[src/hdl/phase_sync_cfg.svh]
// offsets, field positions, reset values and timing figures of the config block
`ifndef PHASE_SYNC_CFG_SVH
`define PHASE_SYNC_CFG_SVH
`define SCC_OFF 8'h00
`define PH_LO_OFF 8'h04
`define PH_HI_OFF 8'h08
`define ADDR1_OFF 8'h0c
`define ADDR2_OFF 8'h10
`define DTC_OFF 8'h14
`define TMR_OFF 8'h18
`define PERIOD_OFF 8'h1c
`define STATUS_OFF 8'h20
`define SCC_RST 8'h40
`define PERIOD_RST 8'h27
`define SCC_CLAMP_SRC 7
`define SCC_PEDESTAL 6
`define SCC_LDO_KEEP 5
`define SCC_CURRENT 4
`define SCC_CLAMP_EN 3
`define DTC_DRIVE_EN 0
`define OSC_FREQ_KHZ 8000
`define PCLK_FREQ_KHZ 20000
`define OSC_ACC_STEP (2 * `OSC_FREQ_KHZ)
`endif

[src/hdl/phase_sync_pkg.sv]
// types and role decoding shared by the config block
`default_nettype none
package phase_sync_pkg;
	typedef enum logic [6:0] {
		ROLE_STANDALONE = 7'b0000001,
		ROLE_MO_MASTER = 7'b0000010,
		ROLE_MO_SLAVE_CLK = 7'b0000100,
		ROLE_MP_MASTER = 7'b0001000,
		ROLE_MP_SLAVE = 7'b0010000,
		ROLE_MO_SLAVE_SYNC = 7'b0100000,
		ROLE_UNDEFINED = 7'b1000000
	} role_type;

	// three-bit select field to role
	function automatic role_type decode_role(input logic [2:0] sel);
		role_type r;
		r = ROLE_UNDEFINED;
		case (sel)
			3'h0: r = ROLE_STANDALONE;
			3'h1: r = ROLE_MO_MASTER;
			3'h2: r = ROLE_MO_SLAVE_CLK;
			3'h3: r = ROLE_MP_MASTER;
			3'h4: r = ROLE_MP_SLAVE;
			3'h5: r = ROLE_MO_MASTER;
			3'h6: r = ROLE_MO_SLAVE_SYNC;
			default: r = ROLE_UNDEFINED;
		endcase
		return r;
	endfunction : decode_role
endpackage : phase_sync_pkg
`default_nettype wire

[src/hdl/phase_offset_delay.sv]
// delays a received sync edge until the timebase tick after the programmed number of ticks has counted down
`default_nettype none
module phase_offset_delay #(
	parameter int W = 16
) (
	input wire logic pclk,
	input wire logic presetn,
	input wire logic start,
	input wire logic tick,
	input wire logic [W-1:0] offset,
	output logic fire
);
	typedef struct packed {
		logic busy;
		logic [W-1:0] cnt;
		logic fire;
	} dly_state_type;

	dly_state_type st_q;
	dly_state_type st_d;

	// a new sync edge restarts the count, so a late edge never doubles a pulse
	always_comb
	begin
		st_d = st_q;
		st_d.fire = 1'b0;
		if (start)
		begin
			st_d.busy = 1'b1;
			st_d.cnt = offset;
		end
		else if (st_q.busy && tick)
		begin
			if (st_q.cnt == '0)
			begin
				st_d.busy = 1'b0;
				st_d.fire = 1'b1;
			end
			else
				st_d.cnt = st_q.cnt - W'(1);
		end
	end

	always_ff @(posedge pclk or negedge presetn)
	begin
		if (!presetn)
			st_q <= '0;
		else
			st_q <= st_d;
	end

	assign fire = st_q.fire;

	chk_fire_needs_busy: assert property (@(posedge pclk) disable iff (!presetn)
		st_q.fire |-> $past(st_q.busy) && !st_q.busy)
		else $error("delay fired while idle");
endmodule : phase_offset_delay
`default_nettype wire

[src/hdl/phase_sync_config_control.sv]
// system configuration register, pin roles and switching timebase over APB
`default_nettype none
`include "phase_sync_cfg.svh"
module phase_sync_config_control #(
	parameter int CS_W = 10
) (
	input wire logic pclk,
	input wire logic presetn,
	input wire logic psel,
	input wire logic penable,
	input wire logic pwrite,
	input wire logic [7:0] paddr,
	input wire logic [31:0] pwdata,
	output logic [31:0] prdata,
	output logic pready,
	output logic pslverr,
	input wire logic sync_pin_in,
	output logic sync_pin_out,
	output logic sync_pin_oe,
	input wire logic system_clock_pin_in,
	output logic system_clock_pin_out,
	output logic system_clock_pin_oe,
	input wire logic [CS_W-1:0] current_share_pin_in,
	output logic [CS_W-1:0] current_share_pin_out,
	output logic current_share_pin_oe,
	input wire logic [CS_W-1:0] current_sense_sample,
	input wire logic over_temp_in,
	output logic [CS_W-1:0] regulation_sense,
	output logic regulate_current,
	output logic pedestal_enable,
	output logic clamp_enable,
	output logic clamp_source_select,
	output logic ldo_keep_on_in_sleep,
	output logic gate_drive_enable,
	output phase_sync_pkg::role_type role
);
	import phase_sync_pkg::*;

	typedef struct packed {
		logic [7:0] scc;
		logic [7:0] ph_lo;
		logic [7:0] ph_hi;
		logic [6:0] addr1;
		logic [6:0] addr2;
		logic [7:0] dtc;
		logic [7:0] tmr;
		logic [7:0] period;
		logic rdy;
		logic slverr;
		logic [31:0] rdata;
		logic sync_s1;
		logic sync_s2;
		logic sync_s3;
		logic clk_s1;
		logic clk_s2;
		logic clk_s3;
		logic ot_s1;
		logic ot_s2;
		logic [CS_W-1:0] cs_s1;
		logic [CS_W-1:0] cs_s2;
		logic [15:0] acc;
		logic osc;
		logic sync_out;
		logic sync_oe;
		logic clk_oe;
		logic clk_out;
		logic cs_oe;
		logic [CS_W-1:0] cs_out;
		logic [CS_W-1:0] reg_sense;
		logic gate_en;
		role_type role;
	} state_type;

	state_type st_q;
	state_type st_d;
	logic tick;
	logic ext_clk;
	logic sync_edge;
	logic fire;
	logic setup;
	logic wr_take;

	// apb phases; the answer always comes in the first access cycle
	assign setup = psel && !penable;
	assign wr_take = psel && penable && st_q.rdy && pwrite;

	// slaves with a clock pin count master clock edges, others the own oscillator
	assign ext_clk = (st_q.role == ROLE_MO_SLAVE_CLK) || (st_q.role == ROLE_MP_SLAVE);
	// internal tick is the coming osc rise, read from state only so no loop forms
	assign tick = ext_clk ? (st_q.clk_s2 && !st_q.clk_s3)
		: (!st_q.osc && (st_q.acc + 16'(`OSC_ACC_STEP) >= 16'(`PCLK_FREQ_KHZ)));
	assign sync_edge = st_q.sync_s2 && !st_q.sync_s3;

	// received sync edge waits out the programmed offset before restarting the timer
	phase_offset_delay #(
		.W(16)
	) u_delay (
		.pclk(pclk),
		.presetn(presetn),
		.start(sync_edge && (st_q.role == ROLE_MO_SLAVE_CLK
			|| st_q.role == ROLE_MP_SLAVE || st_q.role == ROLE_MO_SLAVE_SYNC)),
		.tick(tick),
		.offset({st_q.ph_hi, st_q.ph_lo}),
		.fire(fire)
	);

	always_comb
	begin
		st_d = st_q;
		// pin inputs cross in through two flops before any use
		st_d.sync_s1 = sync_pin_in;
		st_d.sync_s2 = st_q.sync_s1;
		st_d.sync_s3 = st_q.sync_s2;
		st_d.clk_s1 = system_clock_pin_in;
		st_d.clk_s2 = st_q.clk_s1;
		st_d.clk_s3 = st_q.clk_s2;
		st_d.ot_s1 = over_temp_in;
		st_d.ot_s2 = st_q.ot_s1;
		st_d.cs_s1 = current_share_pin_in;
		st_d.cs_s2 = st_q.cs_s1;

		// 8 MHz from 20 MHz by phase accumulation; average exact, edges jitter
		if (st_q.acc + 16'(`OSC_ACC_STEP) >= 16'(`PCLK_FREQ_KHZ))
		begin
			st_d.acc = st_q.acc + 16'(`OSC_ACC_STEP) - 16'(`PCLK_FREQ_KHZ);
			st_d.osc = !st_q.osc;
		end
		else
			st_d.acc = st_q.acc + 16'(`OSC_ACC_STEP);

		// switching timebase; a delayed master edge realigns a slave
		if (fire)
			st_d.tmr = 8'h00;
		else if (tick)
			st_d.tmr = (st_q.tmr >= st_q.period) ? 8'h00 : st_q.tmr + 8'h01;

		// role and pin directions follow the select field
		st_d.role = decode_role(st_q.scc[2:0]);
		st_d.sync_oe = (st_q.role == ROLE_MO_MASTER) || (st_q.role == ROLE_MP_MASTER);
		st_d.clk_oe = (st_q.role == ROLE_MP_MASTER)
			|| (st_q.role == ROLE_MO_MASTER && st_q.scc[2:0] == 3'h1);
		st_d.clk_out = st_d.osc && st_d.clk_oe;
		st_d.cs_oe = (st_q.role == ROLE_MP_MASTER);
		st_d.sync_out = st_d.sync_oe && (st_q.tmr < {1'b0, st_q.period[7:1]});
		st_d.cs_out = current_sense_sample;
		st_d.reg_sense = (st_q.role == ROLE_MP_SLAVE) ? st_q.cs_s2 : current_sense_sample;

		// thermal trip overrides software; drive drops one cycle after the synchronised trip is seen
		st_d.gate_en = st_q.dtc[`DTC_DRIVE_EN] && !st_q.ot_s2
			&& (st_q.role != ROLE_UNDEFINED);

		// read data and error are prepared in the setup cycle
		st_d.rdy = setup;
		st_d.slverr = 1'b0;
		if (setup)
		begin
			st_d.rdata = 32'h0000_0000;
			if (paddr == `SCC_OFF)
				st_d.rdata = {24'h000000, st_q.scc};
			else if (paddr == `PH_LO_OFF)
				st_d.rdata = {24'h000000, st_q.ph_lo};
			else if (paddr == `PH_HI_OFF)
				st_d.rdata = {24'h000000, st_q.ph_hi};
			else if (paddr == `ADDR1_OFF)
				st_d.rdata = {25'h0, st_q.addr1};
			else if (paddr == `ADDR2_OFF)
				st_d.rdata = {25'h0, st_q.addr2};
			else if (paddr == `DTC_OFF)
				st_d.rdata = {24'h000000, st_q.dtc};
			else if (paddr == `TMR_OFF)
				st_d.rdata = {24'h000000, st_q.tmr};
			else if (paddr == `PERIOD_OFF)
				st_d.rdata = {24'h000000, st_q.period};
			else if (paddr == `STATUS_OFF)
				st_d.rdata = {22'h0, st_q.ot_s2, st_q.gate_en, ext_clk, 7'(st_q.role)};
			else
				st_d.slverr = 1'b1;
		end
		else
			st_d.rdata = st_q.rdata;

		// writes land on the access edge; timer write beats its own count
		if (wr_take)
		begin
			if (paddr == `SCC_OFF)
				st_d.scc = pwdata[7:0];
			else if (paddr == `PH_LO_OFF)
				st_d.ph_lo = pwdata[7:0];
			else if (paddr == `PH_HI_OFF)
				st_d.ph_hi = pwdata[7:0];
			else if (paddr == `ADDR1_OFF)
				st_d.addr1 = pwdata[6:0];
			else if (paddr == `ADDR2_OFF)
				st_d.addr2 = pwdata[6:0];
			else if (paddr == `DTC_OFF)
				st_d.dtc = pwdata[7:0];
			else if (paddr == `TMR_OFF)
				st_d.tmr = pwdata[7:0];
			else if (paddr == `PERIOD_OFF)
				st_d.period = pwdata[7:0];
		end
	end

	always_ff @(posedge pclk or negedge presetn)
	begin
		if (!presetn)
		begin
			st_q <= '0;
			st_q.scc <= `SCC_RST;
			st_q.period <= `PERIOD_RST;
			st_q.role <= ROLE_STANDALONE;
		end
		else
			st_q <= st_d;
	end

	// every output is a field of the state register
	assign prdata = st_q.rdata;
	assign pready = st_q.rdy;
	assign pslverr = st_q.slverr;
	assign sync_pin_out = st_q.sync_out;
	assign sync_pin_oe = st_q.sync_oe;
	assign system_clock_pin_out = st_q.clk_out;
	assign system_clock_pin_oe = st_q.clk_oe;
	assign current_share_pin_out = st_q.cs_out;
	assign current_share_pin_oe = st_q.cs_oe;
	assign regulation_sense = st_q.reg_sense;
	assign regulate_current = st_q.scc[`SCC_CURRENT];
	assign pedestal_enable = st_q.scc[`SCC_PEDESTAL];
	assign clamp_enable = st_q.scc[`SCC_CLAMP_EN];
	assign clamp_source_select = st_q.scc[`SCC_CLAMP_SRC];
	assign ldo_keep_on_in_sleep = st_q.scc[`SCC_LDO_KEEP];
	assign gate_drive_enable = st_q.gate_en;
	assign role = st_q.role;

	chk_reset_value: assert property (@(posedge pclk) disable iff (!presetn)
		$rose(presetn) |-> st_q.scc == `SCC_RST)
		else $error("config register reset value wrong");

	chk_pedestal_hold: assert property (@(posedge pclk) disable iff (!presetn)
		$rose(presetn) |-> pedestal_enable)
		else $error("pedestal not enabled after reset");

	chk_role_decode: assert property (@(posedge pclk) disable iff (!presetn)
		1'b1 |=> role == decode_role($past(st_q.scc[2:0])))
		else $error("role does not follow select field");

	chk_sync_master_out: assert property (@(posedge pclk) disable iff (!presetn)
		(role == ROLE_MP_MASTER) [*2] |-> sync_pin_oe && current_share_pin_oe)
		else $error("multi-phase master not driving sync and share");

	chk_clock_master_out: assert property (@(posedge pclk) disable iff (!presetn)
		(st_q.scc[2:0] == 3'h3) [*3] |-> system_clock_pin_oe)
		else $error("master not driving clock pin");

	chk_share_value: assert property (@(posedge pclk) disable iff (!presetn)
		current_share_pin_oe |-> current_share_pin_out == $past(current_sense_sample))
		else $error("share pin not carrying own sample");

	chk_slave_no_drive: assert property (@(posedge pclk) disable iff (!presetn)
		(role == ROLE_MP_SLAVE) [*2] |-> !sync_pin_oe && !system_clock_pin_oe
			&& !current_share_pin_oe)
		else $error("slave drives a pin");

	chk_slave_ext_tick: assert property (@(posedge pclk) disable iff (!presetn)
		(role == ROLE_MP_SLAVE) |-> tick == (st_q.clk_s2 && !st_q.clk_s3))
		else $error("slave not ticking on master clock");

	chk_slave_sense: assert property (@(posedge pclk) disable iff (!presetn)
		(role == ROLE_MP_SLAVE) |=> regulation_sense == $past(st_q.cs_s2))
		else $error("slave not regulating to received share");

	chk_phase_realign: assert property (@(posedge pclk) disable iff (!presetn)
		fire && !wr_take |=> st_q.tmr == 8'h00)
		else $error("timer not restarted after phase delay");

	chk_thermal_off: assert property (@(posedge pclk) disable iff (!presetn)
		st_q.ot_s2 |=> !gate_drive_enable)
		else $error("drivers on during over-temperature");

	chk_drive_enable: assert property (@(posedge pclk) disable iff (!presetn)
		st_q.dtc[0] && !st_q.ot_s2 && role != ROLE_UNDEFINED |=> gate_drive_enable)
		else $error("drive enable bit ignored");

	chk_current_mode: assert property (@(posedge pclk) disable iff (!presetn)
		wr_take && paddr == `SCC_OFF |=> regulate_current == $past(pwdata[4]))
		else $error("current select not applied");

	chk_sync_needs_oe: assert property (@(posedge pclk) disable iff (!presetn)
		!sync_pin_oe |-> !sync_pin_out)
		else $error("sync level shown while not driving");

	chk_clock_needs_oe: assert property (@(posedge pclk) disable iff (!presetn)
		!system_clock_pin_oe |-> !system_clock_pin_out)
		else $error("clock level shown while not driving");

	chk_share_oe_master: assert property (@(posedge pclk) disable iff (!presetn)
		current_share_pin_oe |-> $past(role == ROLE_MP_MASTER))
		else $error("share pin driven outside master role");

	chk_mo_slave_inputs: assert property (@(posedge pclk) disable iff (!presetn)
		(role == ROLE_MO_SLAVE_CLK) [*2] |-> !sync_pin_oe && !system_clock_pin_oe)
		else $error("clocked output slave drives a pin");

	chk_sync_only_slave: assert property (@(posedge pclk) disable iff (!presetn)
		(role == ROLE_MO_SLAVE_SYNC) [*2] |-> !sync_pin_oe && !system_clock_pin_oe)
		else $error("sync-only slave drives a pin");

	chk_undefined_off: assert property (@(posedge pclk) disable iff (!presetn)
		role == ROLE_UNDEFINED |=> !gate_drive_enable)
		else $error("drivers on in undefined role");

	chk_pedestal_write: assert property (@(posedge pclk) disable iff (!presetn)
		wr_take && paddr == `SCC_OFF |=> pedestal_enable == $past(pwdata[`SCC_PEDESTAL]))
		else $error("pedestal bit not applied");

	chk_alert_addr_load: assert property (@(posedge pclk) disable iff (!presetn)
		wr_take && paddr == `ADDR2_OFF |=> st_q.addr2 == $past(pwdata[6:0]))
		else $error("alert address not stored");

	chk_phase_low_load: assert property (@(posedge pclk) disable iff (!presetn)
		wr_take && paddr == `PH_LO_OFF |=> st_q.ph_lo == $past(pwdata[7:0]))
		else $error("phase low not stored");

	chk_current_hold: assert property (@(posedge pclk) disable iff (!presetn)
		!(wr_take && paddr == `SCC_OFF) |=> $stable(regulate_current))
		else $error("current select changed without a write");
endmodule : phase_sync_config_control
`default_nettype wire

[config.mk]
export PLATFORM = sky130hd
export DESIGN_NAME = phase_sync_config_control
export DESIGN_NICKNAME = d
export VERILOG_FILES = /design/src/hdl/phase_sync_pkg.sv /design/src/hdl/phase_offset_delay.sv /design/src/hdl/phase_sync_config_control.sv
export VERILOG_INCLUDE_DIRS = /design/src /design/src/hdl
export SDC_FILE = /design/constraint.sdc
export NUM_CORES = 1
export LEC_CHECK = 0
export BUFFER_PORTS_ARGS = -buffer_cell sky130_fd_sc_hd__buf_4
export CORE_MARGIN = 2
export CORE_UTILIZATION = 45
export CTS_CLUSTER_SIZE = 40
export DETAILED_ROUTE_END_ITERATION = 10
export PLACE_DENSITY_LB_ADDON = 0.2
export SYNTH_ARGS = -nofsm -noshare
export SYNTH_HDL_FRONTEND = slang
export SYNTH_HIERARCHICAL = 1
export SYNTH_SLANG_ARGS = --single-unit
[constraint.sdc]
create_clock -name pclk -period 4.5 [get_ports pclk]
set_input_delay 0 -clock pclk [delete_from_list [all_inputs] [get_ports pclk]]
set_output_delay 0 -clock pclk [all_outputs]
set_load 0.02 [all_outputs]
==> impl_metrics.yaml <==
status:
  status: "finished, final reports clean"
critical_path:
  worstPathMaxFanout: 15
  required_ns: 4.78
  ff2ff_path_depth: 12
  rr_endpoint: "u_delay/st_q[17]"
  r2r_slack_ns: 0.65
  worstSetupPathType: "reg -> reg"
  worst_ep_arrival_time_ns: 4.13
  worstSetupStartpointType: "flop"
  critPathCaptureType: "flop"
  r2r_start: "st_q[41]"
route:
  vias_per_cell: 5.59
  routedWlPerCell_um: 18.7
  drc: 0
  first_pass_iters: 5
  drt-initial-drc-count: 360
  drt_wl_total_um: 20700
  via_count: 6165
  ant_nets: 0
die:
  die-area_um2: 19900
  core_area_um2: 18600
  fp.dieH_um: 141
  pin_count: 140
  initial_core_util: 0.456
  die_w_um: 141
  rows: 50
global_route:
  grt_max_degree: 84
  antenna_found_initial: 1
  grt_overflow: 0
  grtUsageTotal: 0.212
  grt_pass1_vias: 6061
  grt_pass1_wl_um: 32900
synthesis:
  postSynthCellCount: 773
  synthArstFlopShare: 1.00
  synth-seq-cells: 165
  synthFlopType: "dfrtp_1"
  synth_edf_count: 0
  syn-cell-area_um2: 8470
  yosysWarnings: 6
  avgSynthCellArea_um2: 11.0
  ys_types: 80
  synth.yosys.seq_area_share: 0.489
power_and_ir_drop:
  power_density_nw_per_um2: 343
  ir_drop_v: 0.000252
  leakagePower_nw: 4.67
flow_run:
  maxCapViolCount: 0
clocking:
  h-tree-depth: 4
  insertion_delay_ns: 0.43
  clockRootBuffer: "clkbuf_16"
  cts_buffer_depth: 2
  clock_sinks: 165
  cts_made_buffers: 17
  tritoncts: "done"
  clk_pin_slew_ns: 0.07
cells_and_area:
  nets: 944
  final_layout_size_suffix_gt1_frac: 0.261
  utilization: 0.532
  antenna_cells: 0
  syn_to_final_growth_pct: 16.8
timing:
  slew_headroom: 0.487
  fin_crit_ns: 3.85
  tightest_slew_ns: 0.770
  finClkSkew_ns: 0.00696
  tns_ns: 0
  setup_viol: 0
  finalMaxSlewViolations: 0
  hold_violations: 0
  finalCritPeriodShare: 0.856
  max_freq_mhz: 260
  rsz0062_at_grt: "false"
worst_hold_path:
  hold_path_end: "pslverr"
  min_from: "paddr[0]"
  whs_path_depth: 3
  holdCritPathClass: "in -> reg"
place:
  io_buffers: 93
  gp_congestion: 0.886
  dp_hpwl_um: 14700
==> area by class of cell <==
cell class                 instances  area (µm²)
inverter                          28         105
timing repair buffer             128        1040
clock inverter                    14         159
tap                              234         293
fill                            1583        8690
sequential                       165        4140
clock buffer                      18         439
multi-input combinational        516        3710
==> power breakdown <==
part           internal (mW)  leakage [nW]  switching (mW)  total (mW)
clock                  0.807         0.294           0.665        1.47
sequential              1.53          2.06          0.0685        1.60
combinational          0.137          2.32           0.177       0.314
total                   2.48          4.67           0.910        3.39
==> state kept, by name (all words and copies together) (netlist names), 7 cells and up <==
register	flops
st_q	82
u_delay/st_q	17
st_d	15
current_share_pin_out	10
prdata	10
regulation_sense	10
role	7
==> layer usage <==
metal  share of wire  global-route usage  up-vias  wire [µm]
met3           0.051              0.0435       21       1060
met1            0.44               0.283     3089       9140
met5               0                   0        -          0
met4           0.021              0.0732        0        444
met2            0.48               0.347      173      10000
li1                -                   -     2882          -
==> cell usage in the layout, fill, tap and decap left out, types with 7 or more instances in the layout <==
cell             n
buf_4           95
nor2_1          39
dlygate4sd3_1   32
conb_1          22
o21ai_0         33
clkbuf_16       17
nand4_1         16
a21oi_1         25
a21o_1           7
mux2_2          56
nand3_1         16
xor2_1           7
and3_1           8
and2_1          13
dfrtp_1        159
ha_1            20
o22ai_1         11
mux2i_1         13
nand2_1         58
o21ai_1          7
nor2b_1          9
inv_1           27
a31oi_1         13
xnor2_1         11
o31ai_1          8
==> synth_stat cells (all sizes together) (4+ instances only) <==
master | n | area [µm²]
nand4 | 16 | 100
a21oi | 25 | 125
clkbuf | 13 | 50.0
nand2 | 58 | 218
mux2 | 56 | 631
xnor2 | 11 | 96.3
o21ai | 41 | 216
o31ai | 8 | 60.1
dfstp | 6 | 158
nand3 | 16 | 80.1
and2 | 13 | 81.3
a221o | 6 | 60.1
dfrtp | 159 | 3980
nor3b | 6 | 61.3
nand3b | 5 | 37.5
a311oi | 7 | 67.6
mux2i | 14 | 144
xor2 | 7 | 61.3
nor4 | 6 | 80.1
o22a | 6 | 52.6
or4 | 5 | 41.3
a31oi | 13 | 81.3
nand2b | 7 | 51.3
or3 | 7 | 48.8
ha | 20 | 250
nor2b | 9 | 56.3
nor2 | 48 | 218
o22ai | 11 | 68.8
or2 | 6 | 37.5
a22o | 4 | 35.0
a21o | 7 | 52.6
buf | 72 | 541
and3 | 8 | 50.1
inv | 28 | 105
nor3 | 9 | 65.1
==> per-stage QoR <==
step | total power, mW | setup slack, ns | hold slack (ns) | instance area [µm²] | std cells
finish | 3.39 | 0.647 | 0.0400 | 9890 | 1103
global route | 3.53 | 0.314 | 0.0408 | 9890 | 1103
CTS | 3.42 | 0.669 | 0.0242 | 9890 | 1103
detailed placement | 1.92 | 0.700 | 0.101 | 8970 | 1039
global placement | 1.91 | 0.825 | 0.0871 | 8970 | 1039
floorplan | 1.79 | 1.15 | -0.296 | 8540 | 794
==> worst max-delay path by stage <==
stage,cells after the start,start,slack (ns),end
detailed placement,12,st_q[41],0.70,u_delay/st_q[9]
CTS,12,st_q[41],0.67,u_delay/st_q[17]
floorplan,14,st_q[42],1.15,u_delay/st_q[12]
global placement,12,st_q[41],0.82,u_delay/st_q[12]
global route,12,st_q[41],0.31,u_delay/st_q[15]
finish,12,st_q[41],0.65,u_delay/st_q[17]
==> critical path: stages (launching register included) <==
cell	delay [ns]
dfrtp_1	0.50
ha_1	0.38
or2_2	0.35
a211oi_2	0.29
a311oi_2	0.12
o21ai_4	0.43
ha_1	0.25
mux2i_2	0.12
inv_2	0.21
nor4bb_1	0.41
nand4_1	0.28
o21ai_0	0.28
nand2_1	0.08
==> timing repair <==
item | in CTS | in global routing
hold endpoints to repair | 175 | 0
buffers inserted | 0 | 0
gates resized for setup | 0 | 0
hold buffers | 32 | 0
==> cell families after synthesis <==
family	share of synthesized area
flip-flops	0.489
AO/OA/AOI/OAI	0.128
AND/OR/NAND/NOR	0.161
XOR/XNOR	0.0186
other	0.000443
adder cells (fa/ha/maj)	0.0296
buffers and inverters	0.0822
multiplexers	0.0915
Note: power is estimated with default switching activity, not from simulation.
